<file path="src/hw/fsw_cfg.svh">
`ifndef FSW_CFG_SVH
`define FSW_CFG_SVH
// Summary of operation
// - eight-bit status word, all bits reset zero
// - protect and lock bits change only by status write
// - status readable anytime, even while busy
// - busy bit read-only, high during write cycles
// - latch clear blocks status, program, erase
// - write-enable command sets the latch
// - write-disable or finished write clears latch
// - program or erase refused inside protected region
// - full erase only with all protect bits zero
// - low codes protect top 1..16 blocks
// - high codes protect bottom 16..31 blocks
// - code 0 none, codes 6 to 9 and 15 all
// - lock set and pin low freezes status while quad enable is clear
// - lock clear or pin high allows status write
// - quad enable turns protect and hold pins into data lines 2, 3
// - 4 KB sectors, sixteen per 64 KB block
// - frames not multiple of eight clocks discarded

// ****************************************
// status word bit positions and reset
// ****************************************
`define FSW_BIT_BUSY 0
`define FSW_BIT_WEL 1
`define FSW_BIT_BP_LO 2
`define FSW_BIT_BP_HI 5
`define FSW_BIT_QE 6
`define FSW_BIT_LOCK 7
`define FSW_STATUS_RESET 8'h00

// ****************************************
// address decode
// ****************************************
`define FSW_BLOCK_HI 20
`define FSW_BLOCK_LO 16
`define FSW_SECTOR_HI 20
`define FSW_SECTOR_LO 12
`define FSW_SECTORS_PER_BLOCK_LOG2 4

// ****************************************
// command codes
// ****************************************
`define FSW_OP_WRITE_ENABLE_CMD 8'h06
`define FSW_OP_WRITE_DISABLE_CMD 8'h04
`define FSW_OP_READ_STATUS_CMD 8'h05
`define FSW_OP_WRITE_STATUS_CMD 8'h01
`define FSW_OP_PROG 8'h02
`define FSW_OP_SECT_A 8'h20
`define FSW_OP_SECT_B 8'hD7
`define FSW_OP_BLK 8'hD8
`define FSW_OP_FULL_A 8'hC7
`define FSW_OP_FULL_B 8'h60

// ****************************************
// timing
// ****************************************
`define FSW_CLK_NS 100
`define FSW_STATUS_WRITE_NS 1000
`define FSW_STATUS_WRITE_CYC ((`FSW_STATUS_WRITE_NS + `FSW_CLK_NS - 1) / `FSW_CLK_NS)

`endif

</file>
<file path="src/hw/fsw_pkg.sv">
package fsw_pkg;

    // kind of array operation handed to the array engine
    typedef enum logic [1:0] {
        FSW_KIND_PROGRAM = 2'h0,
        FSW_KIND_SECTOR = 2'h1,
        FSW_KIND_BLOCK = 2'h2,
        FSW_KIND_FULL = 2'h3
    } fsw_kind_t;

    // one-cycle launch of an array operation
    typedef struct packed {
        logic valid;
        fsw_kind_t kind;
        logic [20:0] addr;
    } fsw_op_t;

    // status word, msb first
    typedef struct packed {
        logic status_lock;
        logic quad_lines_enable;
        logic [3:0] block_protect_code;
        logic write_enable_latch;
        logic busy_flag;
    } fsw_status_t;

    // write cycle tracker
    typedef enum logic [2:0] {
        FSW_IDLE = 3'b001,
        FSW_ARRAY = 3'b010,
        FSW_STWR = 3'b100
    } fsw_state_t;

endpackage

</file>
<file path="src/hw/fsw_status_protect.sv">
`timescale 1ns/1ps
`include "fsw_cfg.svh"

module fsw_status_protect (
    input wire logic ref_clk,
    input wire logic reset_n,
    input wire logic clk_en,
    input wire logic spi_sck,
    input wire logic spi_cs_n,
    input wire logic spi_si,
    output logic spi_so,
    output logic spi_so_oe,
    input wire logic data_line_2_in,
    output logic data_line_2_out,
    output logic data_line_2_oe,
    input wire logic data_line_3_in,
    output logic data_line_3_out,
    output logic data_line_3_oe,
    output fsw_pkg::fsw_op_t array_op,
    input wire logic array_done,
    output fsw_pkg::fsw_status_t status_word,
    output logic quad_mode
);

    // ****************************************
    // helpers
    // ****************************************

    // true when a block falls inside the region of a protect code
    function automatic logic block_protected(input logic [3:0] code, input logic [4:0] blk);
        logic hit;
        hit = 1'b1;
        case (code)
            4'h0: hit = 1'b0;
            4'h1: hit = (blk >= 5'h1F);
            4'h2: hit = (blk >= 5'h1E);
            4'h3: hit = (blk >= 5'h1C);
            4'h4: hit = (blk >= 5'h18);
            4'h5: hit = (blk >= 5'h10);
            4'hA: hit = (blk < 5'h10);
            4'hB: hit = (blk < 5'h18);
            4'hC: hit = (blk < 5'h1C);
            4'hD: hit = (blk < 5'h1E);
            4'hE: hit = (blk < 5'h1F);
            default: hit = 1'b1; // codes 6,7,8,9,15 cover all
        endcase
        return hit;
    endfunction

    // block of a byte address, through its sector index
    function automatic logic [4:0] block_of(input logic [20:0] addr);
        logic [8:0] sector;
        sector = addr[`FSW_SECTOR_HI:`FSW_SECTOR_LO];
        return sector[8:`FSW_SECTORS_PER_BLOCK_LOG2];
    endfunction

    // ****************************************
    // pin synchronisers
    // ****************************************

    // order: sck, cs_n, si, protect pin, hold pin
    logic [4:0] sync1_q; // first stage, read only by second
    logic [4:0] sync2_q; // safe copies
    logic sck_s;
    logic cs_n_s;
    logic si_s;
    logic wp_n_s;
    logic hold_n_s;

    // two flops per pin, the link clock is just a sampled input
    always_ff @(posedge ref_clk) begin
        if (!reset_n) begin
            sync1_q <= 5'h1F;
            sync2_q <= 5'h1F;
        end else if (clk_en) begin
            sync1_q <= {data_line_3_in, data_line_2_in, spi_si, spi_cs_n, spi_sck};
            sync2_q <= sync1_q;
        end
    end

    assign sck_s = sync2_q[0];
    assign cs_n_s = sync2_q[1];
    assign si_s = sync2_q[2];
    assign wp_n_s = sync2_q[3];
    assign hold_n_s = sync2_q[4];

    // ****************************************
    // serial frame capture
    // ****************************************

    logic sck_prev_q, sck_prev_d; // last sampled clock level
    logic cs_prev_q, cs_prev_d; // last sampled select level
    logic [2:0] bit_cnt_q, bit_cnt_d; // bits in current byte
    logic [2:0] byte_cnt_q, byte_cnt_d; // whole bytes, saturates at 7
    logic [7:0] shift_q, shift_d; // incoming byte
    logic [7:0] opcode_q, opcode_d; // first byte of frame
    logic [23:0] addr_q, addr_d; // bytes two to four
    logic [7:0] wdata_q, wdata_d; // second byte, status data
    logic [7:0] out_shift_q, out_shift_d; // outgoing status bits
    logic so_q, so_d;
    logic so_oe_q, so_oe_d;
    logic rise;
    logic fall;
    logic frame_end;
    logic frame_whole;
    logic paused;
    fsw_pkg::fsw_status_t status_q, status_d;

    // hold only exists while the pins are not data lines
    assign paused = !status_q.quad_lines_enable && !hold_n_s;
    assign rise = sck_s && !sck_prev_q && !cs_n_s && !paused;
    assign fall = !sck_s && sck_prev_q && !cs_n_s && !paused;
    assign frame_end = cs_n_s && !cs_prev_q;
    // partial bytes kill the whole frame
    assign frame_whole = (bit_cnt_q == 3'h0);

    // next values of the serial shifter
    always_comb begin
        sck_prev_d = sck_s;
        cs_prev_d = cs_n_s;
        bit_cnt_d = bit_cnt_q;
        byte_cnt_d = byte_cnt_q;
        shift_d = shift_q;
        opcode_d = opcode_q;
        addr_d = addr_q;
        wdata_d = wdata_q;
        out_shift_d = out_shift_q;
        so_d = so_q;
        so_oe_d = so_oe_q;
        if (cs_n_s) begin
            // deselected: counters ready for next frame, output released
            bit_cnt_d = 3'h0;
            byte_cnt_d = 3'h0;
            so_oe_d = 1'b0;
        end else begin
            if (rise) begin
                shift_d = {shift_q[6:0], si_s};
                bit_cnt_d = 3'(bit_cnt_q + 3'h1);
                if (bit_cnt_q == 3'h7) begin
                    if (byte_cnt_q != 3'h7) begin
                        byte_cnt_d = 3'(byte_cnt_q + 3'h1);
                    end
                    if (byte_cnt_q == 3'h0) begin
                        opcode_d = shift_d;
                    end else if (byte_cnt_q <= 3'h3) begin
                        addr_d = {addr_q[15:0], shift_d};
                    end
                    if (byte_cnt_q == 3'h1) begin
                        wdata_d = shift_d;
                    end
                end
            end
            // status streams out, reloaded live at each byte start
            if (fall && byte_cnt_q != 3'h0 && opcode_q == `FSW_OP_READ_STATUS_CMD) begin
                so_oe_d = 1'b1;
                if (bit_cnt_q == 3'h0) begin
                    so_d = status_q[7];
                    out_shift_d = {status_q[6:0], 1'b0};
                end else begin
                    so_d = out_shift_q[7];
                    out_shift_d = {out_shift_q[6:0], 1'b0};
                end
            end
        end
    end

    // registers of the serial shifter
    always_ff @(posedge ref_clk) begin
        if (!reset_n) begin
            sck_prev_q <= 1'b0;
            cs_prev_q <= 1'b1;
            bit_cnt_q <= 3'h0;
            byte_cnt_q <= 3'h0;
            shift_q <= 8'h00;
            opcode_q <= 8'h00;
            addr_q <= 24'h000000;
            wdata_q <= 8'h00;
            out_shift_q <= 8'h00;
            so_q <= 1'b0;
            so_oe_q <= 1'b0;
        end else if (clk_en) begin
            sck_prev_q <= sck_prev_d;
            cs_prev_q <= cs_prev_d;
            bit_cnt_q <= bit_cnt_d;
            byte_cnt_q <= byte_cnt_d;
            shift_q <= shift_d;
            opcode_q <= opcode_d;
            addr_q <= addr_d;
            wdata_q <= wdata_d;
            out_shift_q <= out_shift_d;
            so_q <= so_d;
            so_oe_q <= so_oe_d;
        end
    end

    // ****************************************
    // status word and write control
    // ****************************************

    fsw_pkg::fsw_state_t state_q, state_d;
    logic [7:0] wait_q, wait_d; // status write cycle countdown
    fsw_pkg::fsw_op_t op_q, op_d;
    logic locked; // status frozen by lock and pin
    logic target_prot; // addressed block protected
    logic is_erase_sect;
    logic is_full;

    // with quad enable the protect pin is a data line, so it cannot freeze status
    assign locked = status_q.status_lock && !wp_n_s && !status_q.quad_lines_enable;
    assign target_prot = block_protected(status_q.block_protect_code, block_of(addr_q[20:0]));
    assign is_erase_sect = (opcode_q == `FSW_OP_SECT_A) || (opcode_q == `FSW_OP_SECT_B);
    assign is_full = (opcode_q == `FSW_OP_FULL_A) || (opcode_q == `FSW_OP_FULL_B);

    // next status, state and array launch
    always_comb begin
        status_d = status_q;
        state_d = state_q;
        wait_d = wait_q;
        op_d = op_q;
        op_d.valid = 1'b0;
        // completion first, so a write-enable in the same cycle wins
        case (state_q)
            fsw_pkg::FSW_IDLE: begin
                wait_d = 8'h00;
            end
            fsw_pkg::FSW_ARRAY: begin
                if (array_done) begin
                    state_d = fsw_pkg::FSW_IDLE;
                    status_d.write_enable_latch = 1'b0;
                end
            end
            fsw_pkg::FSW_STWR: begin
                wait_d = 8'(wait_q - 8'h01);
                if (wait_q == 8'h01) begin
                    state_d = fsw_pkg::FSW_IDLE;
                    status_d.write_enable_latch = 1'b0;
                end
            end
            default: begin
                state_d = fsw_pkg::FSW_IDLE;
            end
        endcase
        if (frame_end && frame_whole) begin
            case (opcode_q)
                `FSW_OP_WRITE_ENABLE_CMD: begin
                    if (byte_cnt_q == 3'h1) begin
                        status_d.write_enable_latch = 1'b1;
                    end
                end
                `FSW_OP_WRITE_DISABLE_CMD: begin
                    if (byte_cnt_q == 3'h1) begin
                        status_d.write_enable_latch = 1'b0;
                    end
                end
                `FSW_OP_WRITE_STATUS_CMD: begin
                    // needs latch, idle, unlocked; only here do nv bits change
                    if (byte_cnt_q >= 3'h2 && status_q.write_enable_latch && state_q == fsw_pkg::FSW_IDLE
                            && !locked) begin
                        status_d.status_lock = wdata_q[`FSW_BIT_LOCK];
                        status_d.quad_lines_enable = wdata_q[`FSW_BIT_QE];
                        status_d.block_protect_code = wdata_q[`FSW_BIT_BP_HI:`FSW_BIT_BP_LO];
                        state_d = fsw_pkg::FSW_STWR;
                        wait_d = 8'(`FSW_STATUS_WRITE_CYC);
                    end
                end
                default: begin
                    if (status_q.write_enable_latch && state_q == fsw_pkg::FSW_IDLE) begin
                        if (is_full && byte_cnt_q == 3'h1 && status_q.block_protect_code == 4'h0) begin
                            op_d.valid = 1'b1;
                            op_d.kind = fsw_pkg::FSW_KIND_FULL;
                            op_d.addr = 21'h000000;
                            state_d = fsw_pkg::FSW_ARRAY;
                        end else if (byte_cnt_q >= 3'h4 && !target_prot
                                && (opcode_q == `FSW_OP_PROG || opcode_q == `FSW_OP_BLK || is_erase_sect)) begin
                            op_d.valid = 1'b1;
                            op_d.kind = (opcode_q == `FSW_OP_PROG) ? fsw_pkg::FSW_KIND_PROGRAM :
                                        (opcode_q == `FSW_OP_BLK) ? fsw_pkg::FSW_KIND_BLOCK : fsw_pkg::FSW_KIND_SECTOR;
                            op_d.addr = addr_q[20:0];
                            state_d = fsw_pkg::FSW_ARRAY;
                        end
                    end
                end
            endcase
        end
        // busy mirrors the write cycle tracker, never written directly
        status_d.busy_flag = (state_d != fsw_pkg::FSW_IDLE);
    end

    // registers of status and control
    always_ff @(posedge ref_clk) begin
        if (!reset_n) begin
            status_q <= `FSW_STATUS_RESET;
            state_q <= fsw_pkg::FSW_IDLE;
            wait_q <= 8'h00;
            op_q <= '0;
        end else if (clk_en) begin
            status_q <= status_d;
            state_q <= state_d;
            wait_q <= wait_d;
            op_q <= op_d;
        end
    end

    // ****************************************
    // outputs
    // ****************************************

    // quad data paths live outside this block, so these lines stay undriven here
    logic quad_q;
    always_ff @(posedge ref_clk) begin
        if (!reset_n) begin
            quad_q <= 1'b0;
        end else if (clk_en) begin
            quad_q <= status_d.quad_lines_enable;
        end
    end

    assign spi_so = so_q;
    assign spi_so_oe = so_oe_q;
    assign data_line_2_out = 1'b0;
    assign data_line_2_oe = 1'b0;
    assign data_line_3_out = 1'b0;
    assign data_line_3_oe = 1'b0;
    assign array_op = op_q;
    assign status_word = status_q;
    assign quad_mode = quad_q;

endmodule

</file>
<file path="config.mk">
export PLATFORM = sky130hd
export DESIGN_NAME = fsw_status_protect
export DESIGN_NICKNAME = d
export VERILOG_FILES = /design/src/hw/fsw_pkg.sv /design/src/hw/fsw_status_protect.sv
export VERILOG_INCLUDE_DIRS = /design/src /design/src/hw
export SDC_FILE = /design/constraint.sdc
export NUM_CORES = 1
export LEC_CHECK = 0
export BUFFER_PORTS_ARGS = -buffer_cell sky130_fd_sc_hd__buf_2
export CAP_MARGIN = 40
export CORE_UTILIZATION = 45
export DETAILED_ROUTE_END_ITERATION = 10
export HOLD_SLACK_MARGIN = 0.12
export SLEW_MARGIN = 20
export SYNTH_ARGS = -nofsm -noshare
export SYNTH_HDL_FRONTEND = slang
export SYNTH_SLANG_ARGS = --single-unit
</file>
<file path="constraint.sdc">
create_clock -name ref_clk -period 4.3 [get_ports ref_clk]
set_input_delay 0 -clock ref_clk [delete_from_list [all_inputs] [get_ports ref_clk]]
set_output_delay 0 -clock ref_clk [all_outputs]
set_load 0.005 [all_outputs]
</file>
==> metrics <==
Post-Place Cells 734; Crit path arrival time 2.71 ns; CP max FO 11; hold path depth 3; post-CTS sizing 0; Yosys cell types 66; CTS root buf clkbuf_16; Syn Std Cell Area 5336 sq um; Yosys reg bits 112; hold violation total from the final report 0; DR iter-0 viols 208; ANT cells 0; worst skew pair latency 0.35 ns; Area contributors post-synth dfxtp_1 (42%), mux2i_1 (12%), nand2_1 (4.0%); Initial Util 46.54%; crit path capture type register; core area 11470 sq um; CTS Buffer Depth 2; slowest CP cell or4b_1; Vias 4225; I/O pin total 48; Die Y 110.9 um; total power draw 1.905 mW; Seq/Total Area, Yosys 42.02%; Syn. warnings 0; via count of the first global-routing pass 4016; Max Cap Violations 0; Placer Congestion 0.8326; remaining routing DRC violations 0; area occupied by registers 2242 sq um; Critical path buffers and inverters 1; Final setup viols 0; sw power 0.4381 mW; fmax 0.4070 GHz; Worst R2R End array_op[7]; die area 12300 sq um; Pint 1.467 mW; FF-to-FF path depth 7; Final Net Count 630; clk_skew 0.007136 ns; commonest register cell after synthesis dfxtp_1; Clk pwr share 41.0%; RSZ-0062 raised after global routing false; Synth Instances 585; Slew HR 49.36%; critical path class reg -> reg; synthesized area per cell 9.122 sq um; cts bufs inserted 9; max-slew violations 0; Synth area leader dfxtp_1; area of the multi-input gates 2814 sq um; combinational share of power 3.7%; Fill cells 1078; Critical Path, Cell by Cell or4b_1 > o22ai_2 > nand4b_1 > buf_6 > nand3_1 > o22ai_1 > a21o_1; chip width 110.9 um; clk sink count 112; drt wl/cell 16.47 um; routed vias/inst 5.574; total track usage 20.96%; CTS H-Tree Depth 3; Worst-path clk slew 0.07 ns; worst flop-to-flop path startpoint opcode_q[1]; Worst Setup Slack, final 1.843 ns; Tightest Pin Transition 0.7596 ns; Async SR Flop Fraction 0%; Data required, critical path 4.56 ns; status finished clean; Pleak 2.600 nW; delay-heaviest family, CP simple AND/OR/NAND/NOR gates; Switching Share 23.00%; Layout area overhead 10.60%; Routed Antenna Nets 0; post-layout util 51.47%; pwr dens 322.7 nW/um^2; CTS tree built; number of iterations in the first detailed-routing pass 4; Place WS 1.473 ns; Hold Path Sink sync2_q[4]; CP Launch Type register; initial antenna violation count 0; worst vdd ir 0.0001853 V; post-DP HPWL 8407 um; stages on the worst setup path 7; final wirelength 12490 um; I/O Buffers 43; final worst path period share 57.14%; final setup TNS 0 ns; setup slack, reg-to-reg 1.84 ns; Yosys top cell area share 42.02%; global route overflow 0; Post-synth EDFFs 0; Min-Delay Path Class in -> reg; Post-Layout Cell Count 758; share of layout cells above drive strength 1 14.80%; sequential power share 55.3%; pin count of the biggest net entering global routing 80; max incr delay on CP 0.55 ns; Worst Hold Launch clk_en; minimum clock period 2.457 ns; first-pass GRT wire length 20630 um; row count 39
cells in the mapped netlist (4+ instances only):
master / count
a21o_1: 22
a21oi_1: 15
a31oi_1: 4
and3_1: 5
buf_2: 10
buf_4: 8
buf_6: 4
clkbuf_1: 21
dfxtp_1: 112
ha_1: 11
inv_1: 10
mux2_2: 8
mux2i_1: 66
nand2_1: 57
nand2b_1: 7
nand3_1: 31
nor2_1: 56
nor2b_1: 19
nor3_1: 8
nor4b_1: 4
o21ai_0: 16
o22ai_1: 22
layout by cell type (no fill, tap or decap), drive strengths merged, types with 3 or more instances in the layout:
master and n:
nor2b 19, dlygate4sd3 6, nor2 56, clkinv 3, buf 52, nor4b 4
dfxtp 112, a31oi 4, clkbuf 10, nand4b 3, o21ai 18, a21oi 15
inv 12, mux2 9, a21o 22, mux2i 66, nand3b 3, nor3b 4
nand2b 7, and2 3, nand2 57, nand3 31, nor4 5, o22ai 23
and3 6, o211a 3, conb 4, nand4 4, nor3 9, ha 11
logic make-up (layout without fill, tap and decap cells):
family / after synthesis / after routing / share of synthesized area, %
DFF: 112 / 112 / 42.02
AOI/OAI and AO/OA: 106 / 106 / 13.62
buffers and inverters: 58 / 85 / 5.463
adders and majority gates: 11 / 11 / 2.579
other: 1 / 4 / 0.07027
and+or+nand+nor: 222 / 222 / 21.90
muxes: 75 / 75 / 14.35
worst reg2reg max path: stages, from the launching register on:
cell and delay, ns:
dfxtp_1 0.42, or4b_1 0.56, o22ai_2 0.18, nand4b_1 0.49, buf_6 0.35, nand3_1 0.09
o22ai_1 0.10, a21o_1 0.16
area by class of cell:
type / instances / share of cell area [%]
clock buffer: 10 / 3.880
clock inverter: 6 / 0.7208
inverter: 11 / 0.6996
multi-input combinational: 418 / 47.68
sequential: 112 / 37.99
tap: 143 / 3.032
timing repair buffer: 58 / 6.000
state kept, by name (all words and copies together), names as in the netlist:
signal,count
wait_q,8
spi_so_oe,1
bit_cnt_q,3
byte_cnt_q,3
status_word,7
sync2_q,5
quad_mode,1
addr_q,21
sck_prev_q,1
state_q,3
spi_so,1
out_shift_q,7
sync1_q,5
wdata_q,6
shift_q,7
array_op,24
opcode_q,8
cs_prev_q,1
layer usage:
| layer | up-vias | wire (um) | global-route usage [%] |
|---|---|---|---|
| li1 | 2107 | - | - |
| met1 | 2026 | 6143 | 28.87 |
| met2 | 77 | 5687 | 32.80 |
| met3 | 15 | 436 | 3.445 |
| met4 | 0 | 221 | 8.000 |
| met5 | - | 0 | 0 |
worst max-delay path by stage:
stage	slack [ns]	startpoint	end
5_1_grt	1.62	bit_cnt_q[0]	status_word[3]
4_1_cts	1.46	bit_cnt_q[0]	array_op[4]
2_1_floorplan	2.34	bit_cnt_q[0]	array_op[10]
3_3_place_gp	1.58	status_word[3]	array_op[1]
6_report	1.84	opcode_q[1]	array_op[7]
3_5_place_dp	1.47	bit_cnt_q[0]	array_op[2]
stage by stage:
step / hold slack (ns) / instance area, sq um
after floorplan: 0.1284 / 5348
after global placement: 0.2171 / 5537
after detailed placement: 0.2255 / 5548
after CTS: 0.2183 / 5879
after global routing: 0.2610 / 5902
final: 0.2261 / 5902
power groups by stage:
| stage | Combinational (mW) | Sequential, mW | Clock (mW) |
|---|---|---|---|
| after floorplan | 0.0533 | 1.07 | 0 |
| after global placement | 0.0651 | 1.08 | 0 |
| after detailed placement | 0.0660 | 1.08 | 0 |
| after CTS | 0.0708 | 1.05 | 0.803 |
| after global routing | 0.0787 | 1.05 | 0.846 |
| final | 0.0709 | 1.05 | 0.780 |
timing repair:
action | in CTS | in global routing
endpoints found under the setup margin | 0 | 0
setup buffers | 0 | 0
hold buffers | 6 | 0
endpoints found under the hold margin | 6 | 0
Power figures use the tool's default switching activity.
